### config.mk
export PLATFORM = sky130hd
export DESIGN_NAME = emrf_top
export DESIGN_NICKNAME = d
export VERILOG_FILES = /design/src/emrf_refresh.v /design/src/emrf_packer.v /design/src/emrf_top.v
export VERILOG_INCLUDE_DIRS = /design/src
export SDC_FILE = /design/constraint.sdc
export NUM_CORES = 1
export LEC_CHECK = 0
export BUFFER_PORTS_ARGS = -buffer_cell sky130_fd_sc_hd__buf_4
export CAP_MARGIN = 20
export CELL_PAD_IN_SITES_DETAIL_PLACEMENT = 0
export CELL_PAD_IN_SITES_GLOBAL_PLACEMENT = 1
export CORE_MARGIN = 3
export CORE_UTILIZATION = 39
export DETAILED_ROUTE_END_ITERATION = 6
export PLACE_DENSITY_LB_ADDON = 0.1
export SLEW_MARGIN = 15
export SYNTH_ARGS = -nofsm -noshare
export SYNTH_HDL_FRONTEND = slang
export SYNTH_HIERARCHICAL = 1
export SYNTH_SLANG_ARGS = --single-unit
### constraint.sdc
create_clock -name clk_sys -period 3.2 [get_ports clk_sys]
set_clock_uncertainty 0.1 [all_clocks]
set_input_delay 0.48 -clock clk_sys [delete_from_list [all_inputs] [get_ports clk_sys]]
set_output_delay 0.48 -clock clk_sys [all_outputs]
set_load 0.005 [all_outputs]
### src/emrf_consts.vh
`ifndef EMRF_CONSTS_VH
`define EMRF_CONSTS_VH
// Register byte offsets on APB
`define EMRF_OFF_CTRL       12'h000
`define EMRF_OFF_PERIOD     12'h004
`define EMRF_OFF_COUNTER    12'h008
`define EMRF_OFF_INIT       12'h00c
`define EMRF_OFF_STATUS     12'h010
// Control register fields
`define EMRF_CTRL_REF_ON    0
`define EMRF_CTRL_WID_LO    1
`define EMRF_CTRL_WID_HI    2
// Reset values
`define EMRF_PERIOD_RST     12'h080
`define EMRF_CTRL_RST       3'h0
// Memory width codes
`define EMRF_WID32          2'h0
`define EMRF_WID16          2'h1
`define EMRF_WID8           2'h2
// Pending requests that force an urgent refresh
`define EMRF_URGENT_CNT     2'h3
`endif

### src/emrf_refresh.v
`include "emrf_consts.vh"
module emrf_refresh (
   // Clock and reset
   input  wire        clk_sys,
   input  wire        srst,
   // Control
   input  wire        refreshEnable,
   input  wire [11:0] period,
   input  wire        sdramBusy,
   // Status
   output reg  [11:0] counter,
   output reg  [1:0]  pendingCount,
   output reg         refreshCmd,
   output reg         urgent
);
   wire expiry = refreshEnable && (counter == 12'h000);
   wire [1:0] pendPlus = pendingCount + 2'h1;

   always @(posedge clk_sys) begin
      if (srst) begin
         counter      <= `EMRF_PERIOD_RST;
         pendingCount <= 2'h0;
         refreshCmd   <= 1'b0;
         urgent       <= 1'b0;
      end else begin
         refreshCmd <= 1'b0;
         urgent     <= 1'b0;
         if (!refreshEnable) begin
            // Stay primed so counting resumes from the period
            counter <= period;
         end else if (expiry) begin
            counter <= period;
         end else begin
            counter <= counter - 12'h001;
         end
         if (refreshEnable) begin
            if (expiry && !sdramBusy) begin
               refreshCmd   <= 1'b1;
               pendingCount <= 2'h0;
            end else if (expiry && pendPlus == `EMRF_URGENT_CNT) begin
               // Urgent overrides the access in progress
               refreshCmd   <= 1'b1;
               urgent       <= 1'b1;
               pendingCount <= 2'h0;
            end else if (expiry) begin
               pendingCount <= pendPlus;
            end else if (!sdramBusy && pendingCount != 2'h0) begin
               refreshCmd   <= 1'b1;
               pendingCount <= 2'h0;
            end
         end
      end
   end
endmodule

### src/emrf_packer.v
`include "emrf_consts.vh"
module emrf_packer (
   // Clock and reset
   input  wire        clk_sys,
   input  wire        srst,
   // Control
   input  wire        start,
   input  wire [1:0]  width,
   input  wire [1:0]  beat,
   input  wire [31:0] memData,
   input  wire        capture,
   // Result
   output reg  [31:0] packWord
);
   always @(posedge clk_sys) begin
      if (srst) begin
         packWord <= 32'h00000000;
      end else if (start) begin
         packWord <= 32'h00000000;
      end else if (capture) begin
         case (width)
            `EMRF_WID32: packWord <= memData;
            `EMRF_WID16: begin
               // First half is the upper word
               if (beat == 2'h0) packWord[31:16] <= memData[15:0];
               else packWord[15:0] <= memData[15:0];
            end
            default: begin
               case (beat)
                  2'h0: packWord[31:24] <= memData[7:0];
                  2'h1: packWord[23:16] <= memData[7:0];
                  2'h2: packWord[15:8]  <= memData[7:0];
                  default: packWord[7:0] <= memData[7:0];
               endcase
            end
         endcase
      end
   end
endmodule

### src/emrf_top.v
// Overview of operation
// Refresh commands only when refresh enable bit is one.
// Enabled counter loads from period, decrements each memory clock.
// At zero the counter reloads from current period.
// Expiry with SDRAM idle issues one auto refresh to all chips.
// Expiry during access is pended; third pending forces urgent refresh.
// Period field bits 11:0, read/write, resets to 128.
// Counter register read-only, shows live count, 128 after reset.
// Upper four bits of period and counter read zero.
// Any write to init register starts SDRAM initialization.
// Software writes init after chip-select setup, before SDRAM access.
// Fetch reads 32 bits from 32, 16 or 8 wide memory.
// 32-bit memory: one access, all byte enables low.
// 16-bit memory: two transfers, address plus one, upper enables high.
// 16-bit fetch: first half bits 31:16, second 15:0.
// 8-bit memory: four byte transfers on low lines, address increments.
// 8-bit fetch fills bytes most significant first.
// 8-bit transfers drive only lowest byte enable low.
// 32-bit CPU data travels as two 16-bit halves.
// 32-bit writes allowed to 32/16 wide, not 8 wide.
// Pending refresh count clears whenever refreshes service it.
`include "emrf_consts.vh"
module emrf_top (
   // Clock and reset
   input  wire        clk_sys,
   input  wire        srst,
   // APB slave
   input  wire        psel,
   input  wire        penable,
   input  wire        pwrite,
   input  wire [11:0] paddr,
   input  wire [31:0] pwdata,
   output reg  [31:0] prdata,
   output reg         pready,
   output reg         pslverr,
   // Requester side
   input  wire        reqValid,
   input  wire        reqWrite,
   input  wire        reqFetch,
   input  wire [21:0] reqAddr,
   input  wire [15:0] reqWrHi,
   input  wire [15:0] reqWrLo,
   output reg         reqDone,
   output reg         reqError,
   output reg  [31:0] fetchData,
   output reg  [15:0] rdHi,
   output reg  [15:0] rdLo,
   // Memory side
   input  wire        sdramBusy,
   input  wire [31:0] memRdData,
   output reg  [21:0] memAddr,
   output reg  [31:0] memWrData,
   output reg  [3:0]  byte_enable_n,
   output reg         memStrobe,
   output reg         memWrite,
   output reg         auto_refresh_command,
   output reg         urgentRefresh,
   output reg         sdramInitStart
);
   localparam ST_IDLE = 2'h0;
   localparam ST_XFER = 2'h1;
   localparam ST_CAPT = 2'h2;
   localparam ST_DONE = 2'h3;

   reg [2:0]  ctrl;
   reg [11:0] period;
   reg [1:0]  state;
   reg [1:0]  beat;
   reg [1:0]  width;
   reg        isWrite;
   reg        isFetch;
   reg [15:0] wrHi;
   reg [15:0] wrLo;
   reg [21:0] baseAddr;
   reg        pckStart;
   reg        pckCapt;
   reg [1:0]  captBeat;
   reg [31:0] next_prdata;
   wire [11:0] counter;
   wire [1:0]  pendingCount;
   wire        refCmd;
   wire        refUrgent;
   wire [31:0] packWord;

   wire refreshEnable = ctrl[`EMRF_CTRL_REF_ON];
   wire [1:0] memWidth = ctrl[`EMRF_CTRL_WID_HI:`EMRF_CTRL_WID_LO];
   wire apbAccess = psel && penable && !pready;
   wire apbWr = apbAccess && pwrite;
   // Register selects, shared by the write path and the read mux
   wire selCtrl    = (paddr == `EMRF_OFF_CTRL);
   wire selPeriod  = (paddr == `EMRF_OFF_PERIOD);
   wire selCounter = (paddr == `EMRF_OFF_COUNTER);
   wire selInit    = (paddr == `EMRF_OFF_INIT);
   wire selStatus  = (paddr == `EMRF_OFF_STATUS);
   wire selHit     = selCtrl || selPeriod || selCounter || selInit ||
                     selStatus;

   // Last beat index per width
   function [1:0] last_beat;
      input [1:0] w;
      begin
         case (w)
            `EMRF_WID32: last_beat = 2'h0;
            `EMRF_WID16: last_beat = 2'h1;
            default:     last_beat = 2'h3;
         endcase
      end
   endfunction

   // Byte enables per width, active low
   function [3:0] lanes_for;
      input [1:0] w;
      begin
         case (w)
            `EMRF_WID32: lanes_for = 4'h0;
            `EMRF_WID16: lanes_for = 4'hc;
            default:     lanes_for = 4'he;
         endcase
      end
   endfunction

   // Codes 2 and 3 both select byte-wide memory
   function is_byte;
      input [1:0] w;
      begin
         is_byte = (w == `EMRF_WID8) || (w == 2'h3);
      end
   endfunction

   // Narrow fields read with all upper bits zero
   function [31:0] field3;
      input [2:0] v;
      begin
         field3 = {29'h0, v};
      end
   endfunction

   function [31:0] field12;
      input [11:0] v;
      begin
         field12 = {20'h00000, v};
      end
   endfunction

   // Write lanes: full bus on wide memory, upper half first otherwise
   function [31:0] wr_lanes;
      input [1:0]  w;
      input [1:0]  b;
      input [15:0] hi;
      input [15:0] lo;
      begin
         if (w == `EMRF_WID32) begin
            wr_lanes = {hi, lo};
         end else if (b == 2'h0) begin
            wr_lanes = {16'h0000, hi};
         end else begin
            wr_lanes = {16'h0000, lo};
         end
      end
   endfunction

   emrf_refresh u_refresh (
      .clk_sys       (clk_sys),
      .srst          (srst),
      .refreshEnable (refreshEnable),
      .period        (period),
      .sdramBusy     (sdramBusy),
      .counter       (counter),
      .pendingCount  (pendingCount),
      .refreshCmd    (refCmd),
      .urgent        (refUrgent)
   );

   emrf_packer u_packer (
      .clk_sys (clk_sys),
      .srst    (srst),
      .start   (pckStart),
      .width   (width),
      .beat    (captBeat),
      .memData (memRdData),
      .capture (pckCapt),
      .packWord (packWord)
   );

   // APB: one wait state, answer in the cycle after access starts
   always @(posedge clk_sys) begin
      if (srst) begin
         prdata  <= 32'h00000000;
         pready  <= 1'b0;
         pslverr <= 1'b0;
      end else begin
         pready  <= apbAccess;
         pslverr <= apbAccess && !selHit;
         if (apbAccess) begin
            prdata <= next_prdata;
         end else begin
            prdata <= 32'h00000000;
         end
      end
   end

   // Read mux; write-only and unmapped offsets read as zero
   always @* begin
      next_prdata = 32'h00000000;
      if (selCtrl) begin
         next_prdata = field3(ctrl);
      end else if (selPeriod) begin
         next_prdata = field12(period);
      end else if (selCounter) begin
         next_prdata = field12(counter);
      end else if (selStatus) begin
         next_prdata = field3({pendingCount, (state != ST_IDLE)});
      end
   end

   // Writes land on the first access edge, before pready is seen
   always @(posedge clk_sys) begin
      if (srst) begin
         ctrl           <= `EMRF_CTRL_RST;
         period         <= `EMRF_PERIOD_RST;
         sdramInitStart <= 1'b0;
      end else begin
         sdramInitStart <= 1'b0;
         if (apbWr && selCtrl) begin
            ctrl <= pwdata[2:0];
         end
         if (apbWr && selPeriod) begin
            period <= pwdata[11:0];
         end
         if (apbWr && selInit) begin
            // Data is ignored; any value starts the sequence
            sdramInitStart <= 1'b1;
         end
      end
   end

   // Refresh outputs registered
   always @(posedge clk_sys) begin
      if (srst) begin
         auto_refresh_command <= 1'b0;
         urgentRefresh        <= 1'b0;
      end else begin
         auto_refresh_command <= refCmd;
         urgentRefresh        <= refUrgent;
      end
   end

   // Access sequencer: strobe, then capture, per beat
   always @(posedge clk_sys) begin
      if (srst) begin
         state         <= ST_IDLE;
         beat          <= 2'h0;
         width         <= `EMRF_WID32;
         isWrite       <= 1'b0;
         isFetch       <= 1'b0;
         wrHi          <= 16'h0000;
         wrLo          <= 16'h0000;
         baseAddr      <= 22'h000000;
         memAddr       <= 22'h000000;
         memWrData     <= 32'h00000000;
         byte_enable_n <= 4'hf;
         memStrobe     <= 1'b0;
         memWrite      <= 1'b0;
         reqDone       <= 1'b0;
         reqError      <= 1'b0;
         fetchData     <= 32'h00000000;
         rdHi          <= 16'h0000;
         rdLo          <= 16'h0000;
         pckStart      <= 1'b0;
         pckCapt       <= 1'b0;
         captBeat      <= 2'h0;
      end else begin
         reqDone  <= 1'b0;
         reqError <= 1'b0;
         pckStart <= 1'b0;
         pckCapt  <= 1'b0;
         case (state)
            ST_IDLE: begin
               if (reqValid) begin
                  if (reqWrite && is_byte(memWidth)) begin
                     reqError <= 1'b1;
                     reqDone  <= 1'b1;
                  end else begin
                     width    <= memWidth;
                     isWrite  <= reqWrite && !reqFetch;
                     isFetch  <= reqFetch;
                     wrHi     <= reqWrHi;
                     wrLo     <= reqWrLo;
                     baseAddr <= reqAddr;
                     beat     <= 2'h0;
                     pckStart <= 1'b1;
                     state    <= ST_XFER;
                  end
               end
            end
            ST_XFER: begin
               // Each later beat steps the address by one
               memAddr       <= baseAddr + {20'h0, beat};
               byte_enable_n <= lanes_for(width);
               memStrobe     <= 1'b1;
               memWrite      <= isWrite;
               memWrData     <= wr_lanes(width, beat, wrHi, wrLo);
               state <= ST_CAPT;
            end
            ST_CAPT: begin
               memStrobe     <= 1'b0;
               memWrite      <= 1'b0;
               byte_enable_n <= 4'hf;
               pckCapt       <= !isWrite;
               // Beat steps on here, so the packer gets the one captured
               captBeat      <= beat;
               if (beat == last_beat(width)) begin
                  state <= ST_DONE;
               end else begin
                  beat  <= beat + 2'h1;
                  state <= ST_XFER;
               end
            end
            ST_DONE: begin
               // Packer result lands one cycle after the last capture
               if (!pckCapt) begin
                  if (isFetch) begin
                     fetchData <= packWord;
                  end else begin
                     rdHi <= packWord[31:16];
                     rdLo <= packWord[15:0];
                  end
                  reqDone <= 1'b1;
                  state   <= ST_IDLE;
               end
            end
            default: state <= ST_IDLE;
         endcase
      end
   end
endmodule

# Word-level counts from Yosys, hierarchy flattened
# Cells that the tools add are included.
dict set report classes {
  multipliers 0
  n_lt_le_gt_ge 0
  shift 0
  eq_ne 21
  n_bitwise 8
  div_mod_pow 0
  mux 46
  n_reduce_logical 57
  n_addsub 4
}
# op count
set op_table {}
lappend op_table {{$pmux 32 s2} 1}
lappend op_table {{$mux 12} 4}
lappend op_table {{$mux 16} 3}
lappend op_table {{$mux 32} 1}
lappend op_table {{$mux 8} 4}
lappend op_table {{$mux 2} 13}
lappend op_table {{$eq 12x4->1 const B} 2}
lappend op_table {{$logic_not 12->1} 2}
lappend op_table {{$reduce_and 3->1} 8}
lappend op_table {{$add 22x2->22} 1}
lappend op_table {{$pmux 4 s2} 2}
lappend op_table {{$logic_and 1x1->1} 13}
lappend op_table {{$eq 12x3->1 const B} 1}
lappend op_table {{$eq 12x5->1 const B} 1}
lappend op_table {{$eq 2x2->1 const B} 6}
lappend op_table {{$reduce_or 3->1} 4}
lappend op_table {{$sub 12x1->12 const B} 1}
lappend op_table {{$mux 1} 10}
lappend op_table {{$ne 2x2->1 const B} 5}
lappend op_table {{$reduce_bool 2->1} 5}
lappend op_table {{$reduce_or 2->1} 5}
lappend op_table {{$logic_not 2->1} 4}
lappend op_table {{$not 1->1} 8}
lappend op_table {{$pmux 2 s2} 2}
lappend op_table {{15 further kinds} 30}
dict set report totals {
  register_bits 292
  memories 0
  inputBits 139
  latch_bits 0
  out_inout_bits 163
  mem_bits_ro 0
  ram_bits 0
}

# Longest topological paths before layout
# Gate-level depths: netlist of run 1.
dict set report logic_depth {
  depth_word 7
  depth_mapped 8
  mapped_depth_nobuf 7
}

# By module
# The synthesis of run 1 kept the hierarchy.
# module seq_area_each_um2 cells_per_inst n_inst area_each_um2
set modules_own_cells {}
lappend modules_own_cells {emrf_top 4464.3 1053 1 8759.7}
lappend modules_own_cells {emrf_packer 640.6 174 1 1657.8}
lappend modules_own_cells {emrf_refresh 320.3 105 1 937.1}

# Worst setup path before layout of run 1
# Ideal clock, no wire load.
dict set report synth_timing {
  path_type {flip-flop to flip-flop}
  startpoint {register beat[0]}
  endpoint {register memAddr[18]}
  path_stages_with_launch 9
  path_buffers 1
  synth_period_minus_slack_ns 2.335
  setup_ns 0.091
  path_slack_ns 0.865
  t_arrival_ns 2.144
  cell_sequence {dfxtp_1 ha_1 inv_1 fa_1 and4b_1 clkbuf_1 nand2_1 or3_1 a311oi_1}
}
dict set report synth_via {
  elab_chain_cells 1
}
# element line_no
set synth_lines {}
lappend synth_lines {{start, declared} emrf_top.v:68} ;# reg [1:0] beat;
lappend synth_lines {{start signal, assigned} emrf_top.v:315} ;# beat <= beat + 2'h1;
lappend synth_lines {{$add 22x2->22} emrf_top.v:298} ;# memAddr <= baseAddr + {20'h0, beat};
lappend synth_lines {{end signal, assigned} emrf_top.v:298}
lappend synth_lines {{end, declared} emrf_top.v:51} ;# output reg [21:0] memAddr,
# Every way passes these cells.
# A chain may end at the register's enable or synchronous reset.

# Final worst setup path of run 1
# Same ends and word-level chain as after synthesis.

==> impl_metrics.json, run 1 <==
{
  "wl_met3_um": 2500,
  "ctsRootBufferMaster": "clkbuf_16",
  "grt_max_degree": 186,
  "cts_made_buffers": 31,
  "hold_class": "in -> reg",
  "fin_crit_sh_pct": 79.37,
  "drt-initial-drc-count": 493,
  "synth_area_mm2": 0.01135,
  "diodes": 0,
  "drv_cap": 0,
  "startpoint": "beat[0]",
  "clk_path_buf_depth": 3,
  "r2r_start": "beat[0]",
  "wl_met2_um": 14850,
  "die_h_um": 176.6,
  "yosysWarnings": 6,
  "postCtsSetupBuffers": 0,
  "drtAntennaViolNets": 0,
  "topRoutingLayerUsed": "met4",
  "power_density_mw_per_mm2": 602.4,
  "fillerInstances": 2836,
  "dr.pass1.iters": 4,
  "endpoint_kind": "flip-flop",
  "drive_above_1_share_pct": 23.78,
  "worstPathRequired_ns": 3.55,
  "crit_path_end": "memAddr[18]",
  "fin_util_pct": 51.09,
  "die_area_mm2": 0.03120,
  "hold_buffers": 0,
  "reg2reg_slack_ns": 0.66,
  "routed_via_density": 5.021,
  "rsz0062_at_grt": "no",
  "post-dp-hpwl_um": 22090,
  "drc": 0,
  "rr_endpoint": "memAddr[18]",
  "antenna_found_initial": 0,
  "tns_ns": 0,
  "outcome": "finished clean",
  "ys_types": 79,
  "synth.top_cell.area_share_pct": 47.78,
  "numClockSinks": 271,
  "grt_pass1_wl_um": 50070,
  "grt_pass1_vias": 9144,
  "synth_area_leaders": "dfxtp_1 48%, nand2_1 8.9%, a21oi_1 6.9%, mux2i_1 4.2%, nor2_1 3.8%",
  "synthFlopType": "dfxtp_1",
  "fp.coreArea_mm2": 0.02824,
  "rr_worst_depth": 7,
  "place.gp.congestion": 0.8474,
  "worstPathArrival_ns": 2.89,
  "synth-edff-count": 0,
  "vias": 9796,
  "yosys.area.top_type": "dfxtp_1",
  "slew_violations": 0,
  "post_cts.resized_instances": 0,
  "fmax_mhz": 393.7,
  "grtUsageTotal_pct": 19.67,
  "path_clk_slew_ns": 0.06,
  "synth.most_common_cell": "dfxtp_1",
  "yosysSeqAreaShare_pct": 47.78,
  "whs_ns": 0.07739,
  "syn-instance-count": 1332,
  "setup_slack_ns": 0.6602,
  "synth_area_per_cell_um2": 8.525,
  "layout.nets": 1702,
  "cts_tree": "done",
  "setup_viol": 0,
  "start_util_pct": 40.21,
  "critical_path_class": "reg -> reg",
  "routedWlPerCell_um": 16.57,
  "irDropWorstVdd_v": 0.0005007,
  "routed_wl_um": 32340,
  "place_ws_ns": 0.6474,
  "start_kind": "flip-flop",
  "leakage_uw": 0.005585,
  "final.min_clock_period_ns": 2.540,
  "wl_met1_um": 14310,
  "syn_to_final_growth_pct": 27.05,
  "async_reset_ff_share_pct": 0,
  "worstMarginPinSlew_ns": 0.9693,
  "ctsHtreeMaxLevel": 1,
  "cp_max_fo": 7,
  "portBuffers": 261,
  "ys_ff_latch": 271,
  "overflow": 0,
  "slew_headroom_pct": 35.18,
  "ioPinCount": 302,
  "finalHoldViolCount": 0,
  "clock_latency_ns": 0.54,
  "rows": 61,
  "ys_top_cells_by_count": "271 x dfxtp_1, 268 x nand2_1, 157 x a21oi_1",
  "die_w_um": 176.6
}
-- worst min path at each step --
| stage | start | end | slack (ns) | cells after the start |
|---|---|---|---|---|
| 3_3_place_gp | u_refresh/urgent | urgentRefresh | 0.32 | 1 |
| 2_1_floorplan | u_refresh/refreshCmd | auto_refresh_command | 0.31 | 1 |
| 6_report | reqWrHi[1] | wrHi[1] | 0.08 | 3 |
| 5_1_grt | reqAddr[19] | baseAddr[19] | 0.07 | 3 |
| 3_5_place_dp | u_refresh/refreshCmd | auto_refresh_command | 0.33 | 1 |
| 4_1_cts | reqAddr[1] | baseAddr[1] | 0.06 | 3 |
-- layer usage --
layer  global-route usage (%)  up-vias
met5                        0        -
met4                    4.223        0
met3                    6.027       41
met2                    32.06      244
met1                    25.86     4513
li1                         -     4998
-- kinds of logic (layout without fill, tap and decap cells) --
group	count (synthesis)	count (layout)	share of synthesized area (%)
xor gates and xnor gates	19	19	1.466
and+or+nand+nor	531	531	21.43
DFF	271	271	47.78
muxes	48	48	4.231
other	1	20	0.03303
adders and majority gates	12	12	1.388
buffers and inverters	138	360	6.005
AOI/OAI and AO/OA	312	312	17.66
-- registers in the layout, indices dropped and copies added, names as in the netlist, 3 cells and up --
register / count
rdHi: 16
rdLo: 16
wrHi: 16
baseAddr: 22
ctrl: 3
u_packer/packWord: 32
byte_enable_n: 3
memWrData: 32
prdata: 12
fetchData: 32
u_refresh/counter: 12
period: 12
wrLo: 16
memAddr: 22
-- power breakdown --
group          switching [uW]  leakage, uW  total [uW]  internal [uW]
combinational             848      0.00293        1510            661
sequential                215      0.00220        3880           3670
clock                    1350     0.000456        3300           1950
-- per-stage QoR --
stage / cell area (um^2) / total power [uW] / cells
global placement: 13490 / 5467 / 1896
CTS: 14430 / 8812 / 1951
detailed placement: 13490 / 5486 / 1896
finish: 14430 / 8690 / 1951
global route: 14430 / 9139 / 1951
floorplan: 11430 / 4789 / 1351
-- worst max-delay path, stage by stage (launching register included) --
cell and delay, ns:
dfxtp_1 0.46, ha_1 0.22, inv_1 0.05, fa_1 0.41, and4b_1 0.42, nand2_1 0.18, or3_1 0.36, a311oi_1 0.24
-- cell usage in the layout, fill, tap and decap left out, types with 6 or more instances in the layout --
master / count
nor2_1: 113
a211oi_2: 9
a21oi_1: 157
nand2b_1: 18
nand2_1: 268
nor3_1: 13
nor2b_1: 10
or3_1: 8
nand3_1: 36
o21ai_0: 6
o31ai_1: 6
a311oi_1: 10
o21ai_2: 9
xnor2_1: 12
o21ai_1: 21
clkbuf_16: 31
conb_1: 20
a22oi_1: 16
a211oi_1: 45
xor2_1: 7
a32oi_1: 11
clkbuf_1: 16
nor4_1: 6
inv_1: 22
nand4_1: 6
ha_1: 10
dfxtp_1: 270
buf_4: 276
mux2i_1: 48
-- area by class of cell --
type / instances / area, um^2 / area share [%]
Inverter: 24 / 90.09 / 0.6245
Sequential cell: 271 / 5426 / 37.61
Clock inverter: 4 / 45.04 / 0.3122
Multi-Input combinational cell: 942 / 5338 / 37.00
Tap cell: 378 / 473.0 / 3.278
Clock buffer: 51 / 890.9 / 6.175
Timing Repair Buffer: 281 / 2163 / 15.00
No activity file was read; power rests on OpenSTA's default activity.
==> inputs of run 2 (changes only) <==
- CORE_UTILIZATION: 39 -> 35
- clock period: 3.2 -> 2.24 ns (I/O delays scaled with it)
==> impl_metrics.json, run 2 (same netlist as run 1, synthesis figures left out) <==
{
  "startpoint": "baseAddr[0]",
  "routed_wl_um": 34230,
  "drive_above_1_share_pct": 24.39,
  "slew_violations": 0,
  "dr.pass1.iters": 5,
  "die_h_um": 186.1,
  "drv_cap": 0,
  "cp_max_fo": 6,
  "fp.coreArea_mm2": 0.03180,
  "start_kind": "flip-flop",
  "final.min_clock_period_ns": 2.124,
  "grtUsageTotal_pct": 19.25,
  "outcome": "finished clean",
  "post-dp-hpwl_um": 23570,
  "dpl_cell_area_mm2": 0.01376,
  "r2r_start": "baseAddr[0]",
  "place.gp.congestion": 0.8196,
  "reg.largest.list": "fetchData (32), memWrData (32), u_packer/packWord (32)",
  "routedWlPerCell_um": 16.17,
  "final_area_mm2": 0.01558,
  "path_clk_slew_ns": 0.06,
  "final_cell_mix": "300 x buf_4, 269 x dfxtp_1, 267 x nand2_1, 157 x a21oi_1, 113 x nor2_1",
  "tns_ns": 0,
  "ctsHtreeMaxLevel": 1,
  "overflow": 0,
  "hold_depth": 3,
  "rows": 65,
  "power_density_mw_per_mm2": 819.9,
  "slew_headroom_pct": 47.72,
  "rsz0062_at_grt": "no",
  "drt-initial-drc-count": 473,
  "drc": 0,
  "finalHoldViolCount": 0,
  "rr_worst_depth": 7,
  "layout.nets": 1809,
  "grt_max_degree": 85,
  "fin_crit_sh_pct": 94.83,
  "clk_path_buf_depth": 3,
  "worstMarginPinSlew_ns": 0.7841,
  "irDropWorstVdd_v": 0.0007043,
  "portBuffers": 261,
  "fin_util_pct": 48.99,
  "worstPathArrival_ns": 2.50,
  "cts_tree": "done",
  "cts_made_buffers": 31,
  "grt_pass1_wl_um": 54080,
  "drtAntennaViolNets": 0,
  "leakage_uw": 0.006098,
  "critical_path_class": "reg -> reg",
  "die_w_um": 186.1,
  "start_util_pct": 35.71,
  "setup_viol": 0,
  "grt_pass1_vias": 9929,
  "die_area_mm2": 0.03464,
  "numClockSinks": 271,
  "fmax_mhz": 470.7,
  "worstPathRequired_ns": 2.62,
  "endpoint_kind": "flip-flop",
  "clock_latency_ns": 0.56,
  "routed_via_density": 4.858,
  "hold_class": "in -> reg",
  "ioPinCount": 302,
  "final_common_cell": "buf_4",
  "min-delay-start": "paddr[2]",
  "ctsRootBufferMaster": "clkbuf_16",
  "antenna_found_initial": 1,
  "vias": 10290,
  "postCtsSetupBuffers": 0,
  "reg2reg_slack_ns": 0.12,
  "syn_to_final_growth_pct": 37.19
}
run 2: changes by cell type in the layout (fill, tap and decap cells not counted), moves of 3 or more:
cell and change:
clkbuf_1 -7, buf_4 +24, clkbuf_8 +3, dlygate4sd3_1 +82, clkinv_2 +3
run 2: path summary, 6_finish.rpt:
kind	to
worst max-delay path	memAddr[18]
worst min-delay path	sdramInitStart
worst max register to register	memAddr[18]
worst min register to register	urgentRefresh
run 2: layer usage:
| layer | global-route usage, % | up-vias | part of all wire [%] |
|---|---|---|---|
| met2 | 32.03 | 243 | 47 |
| met3 | 4.710 | 44 | 6.2 |
| met1 | 25.78 | 4783 | 45 |
| met5 | 0 | - | 0 |
| met4 | 3.575 | 0 | 1.7 |
| li1 | - | 5215 | - |
run 2: cell type report:
type | instances | area [um^2]
multi-input combinational | 942 | 5346
tap | 435 | 544.3
antenna | 1 | 2.502
sequential | 271 | 5428
inverter | 24 | 90.09
fill | 3167 | 16220
clock buffer | 47 | 905.9
clock inverter | 9 | 76.32
timing repair buffer | 388 | 3184
run 2: critical path: stages, from the launching register on:
cell and delay [ns]:
dfxtp_1 0.33, ha_1 0.16, inv_1 0.05, fa_1 0.37, and4b_2 0.34, nand2_4 0.08, or3_1 0.35, a311oi_1 0.26
run 2: stage by stage:
stage	instances	hold WS [ns]	setup WS [ns]	power (uW)
after floorplan	1351	0.3138	0.03397	6842
after global placement	1978	0.3200	0.06670	7876
after detailed placement	1978	0.3269	0.01678	7901
after CTS	2116	0.004531	0.04567	12960
after global routing	2117	0.02113	0.007347	13460
final	2117	0.03281	0.1157	12770
run 2: power by group:
| part | internal, uW | total [uW] | leakage [uW] | switching [uW] |
|---|---|---|---|---|
| combinational | 1070 | 2340 | 0.00341 | 1280 |
| sequential | 5240 | 5530 | 0.00220 | 298 |
| clock | 2880 | 4890 | 0.000485 | 2010 |
| total | 9180 | 12800 | 0.00610 | 3590 |
run 2: timing repair:
action / CTS / global route
hold buffers: 82 / 0
hold endpoints to repair: 87 / 0
setup endpoints to repair: 0 / 3
gates resized for setup: 0 / 3
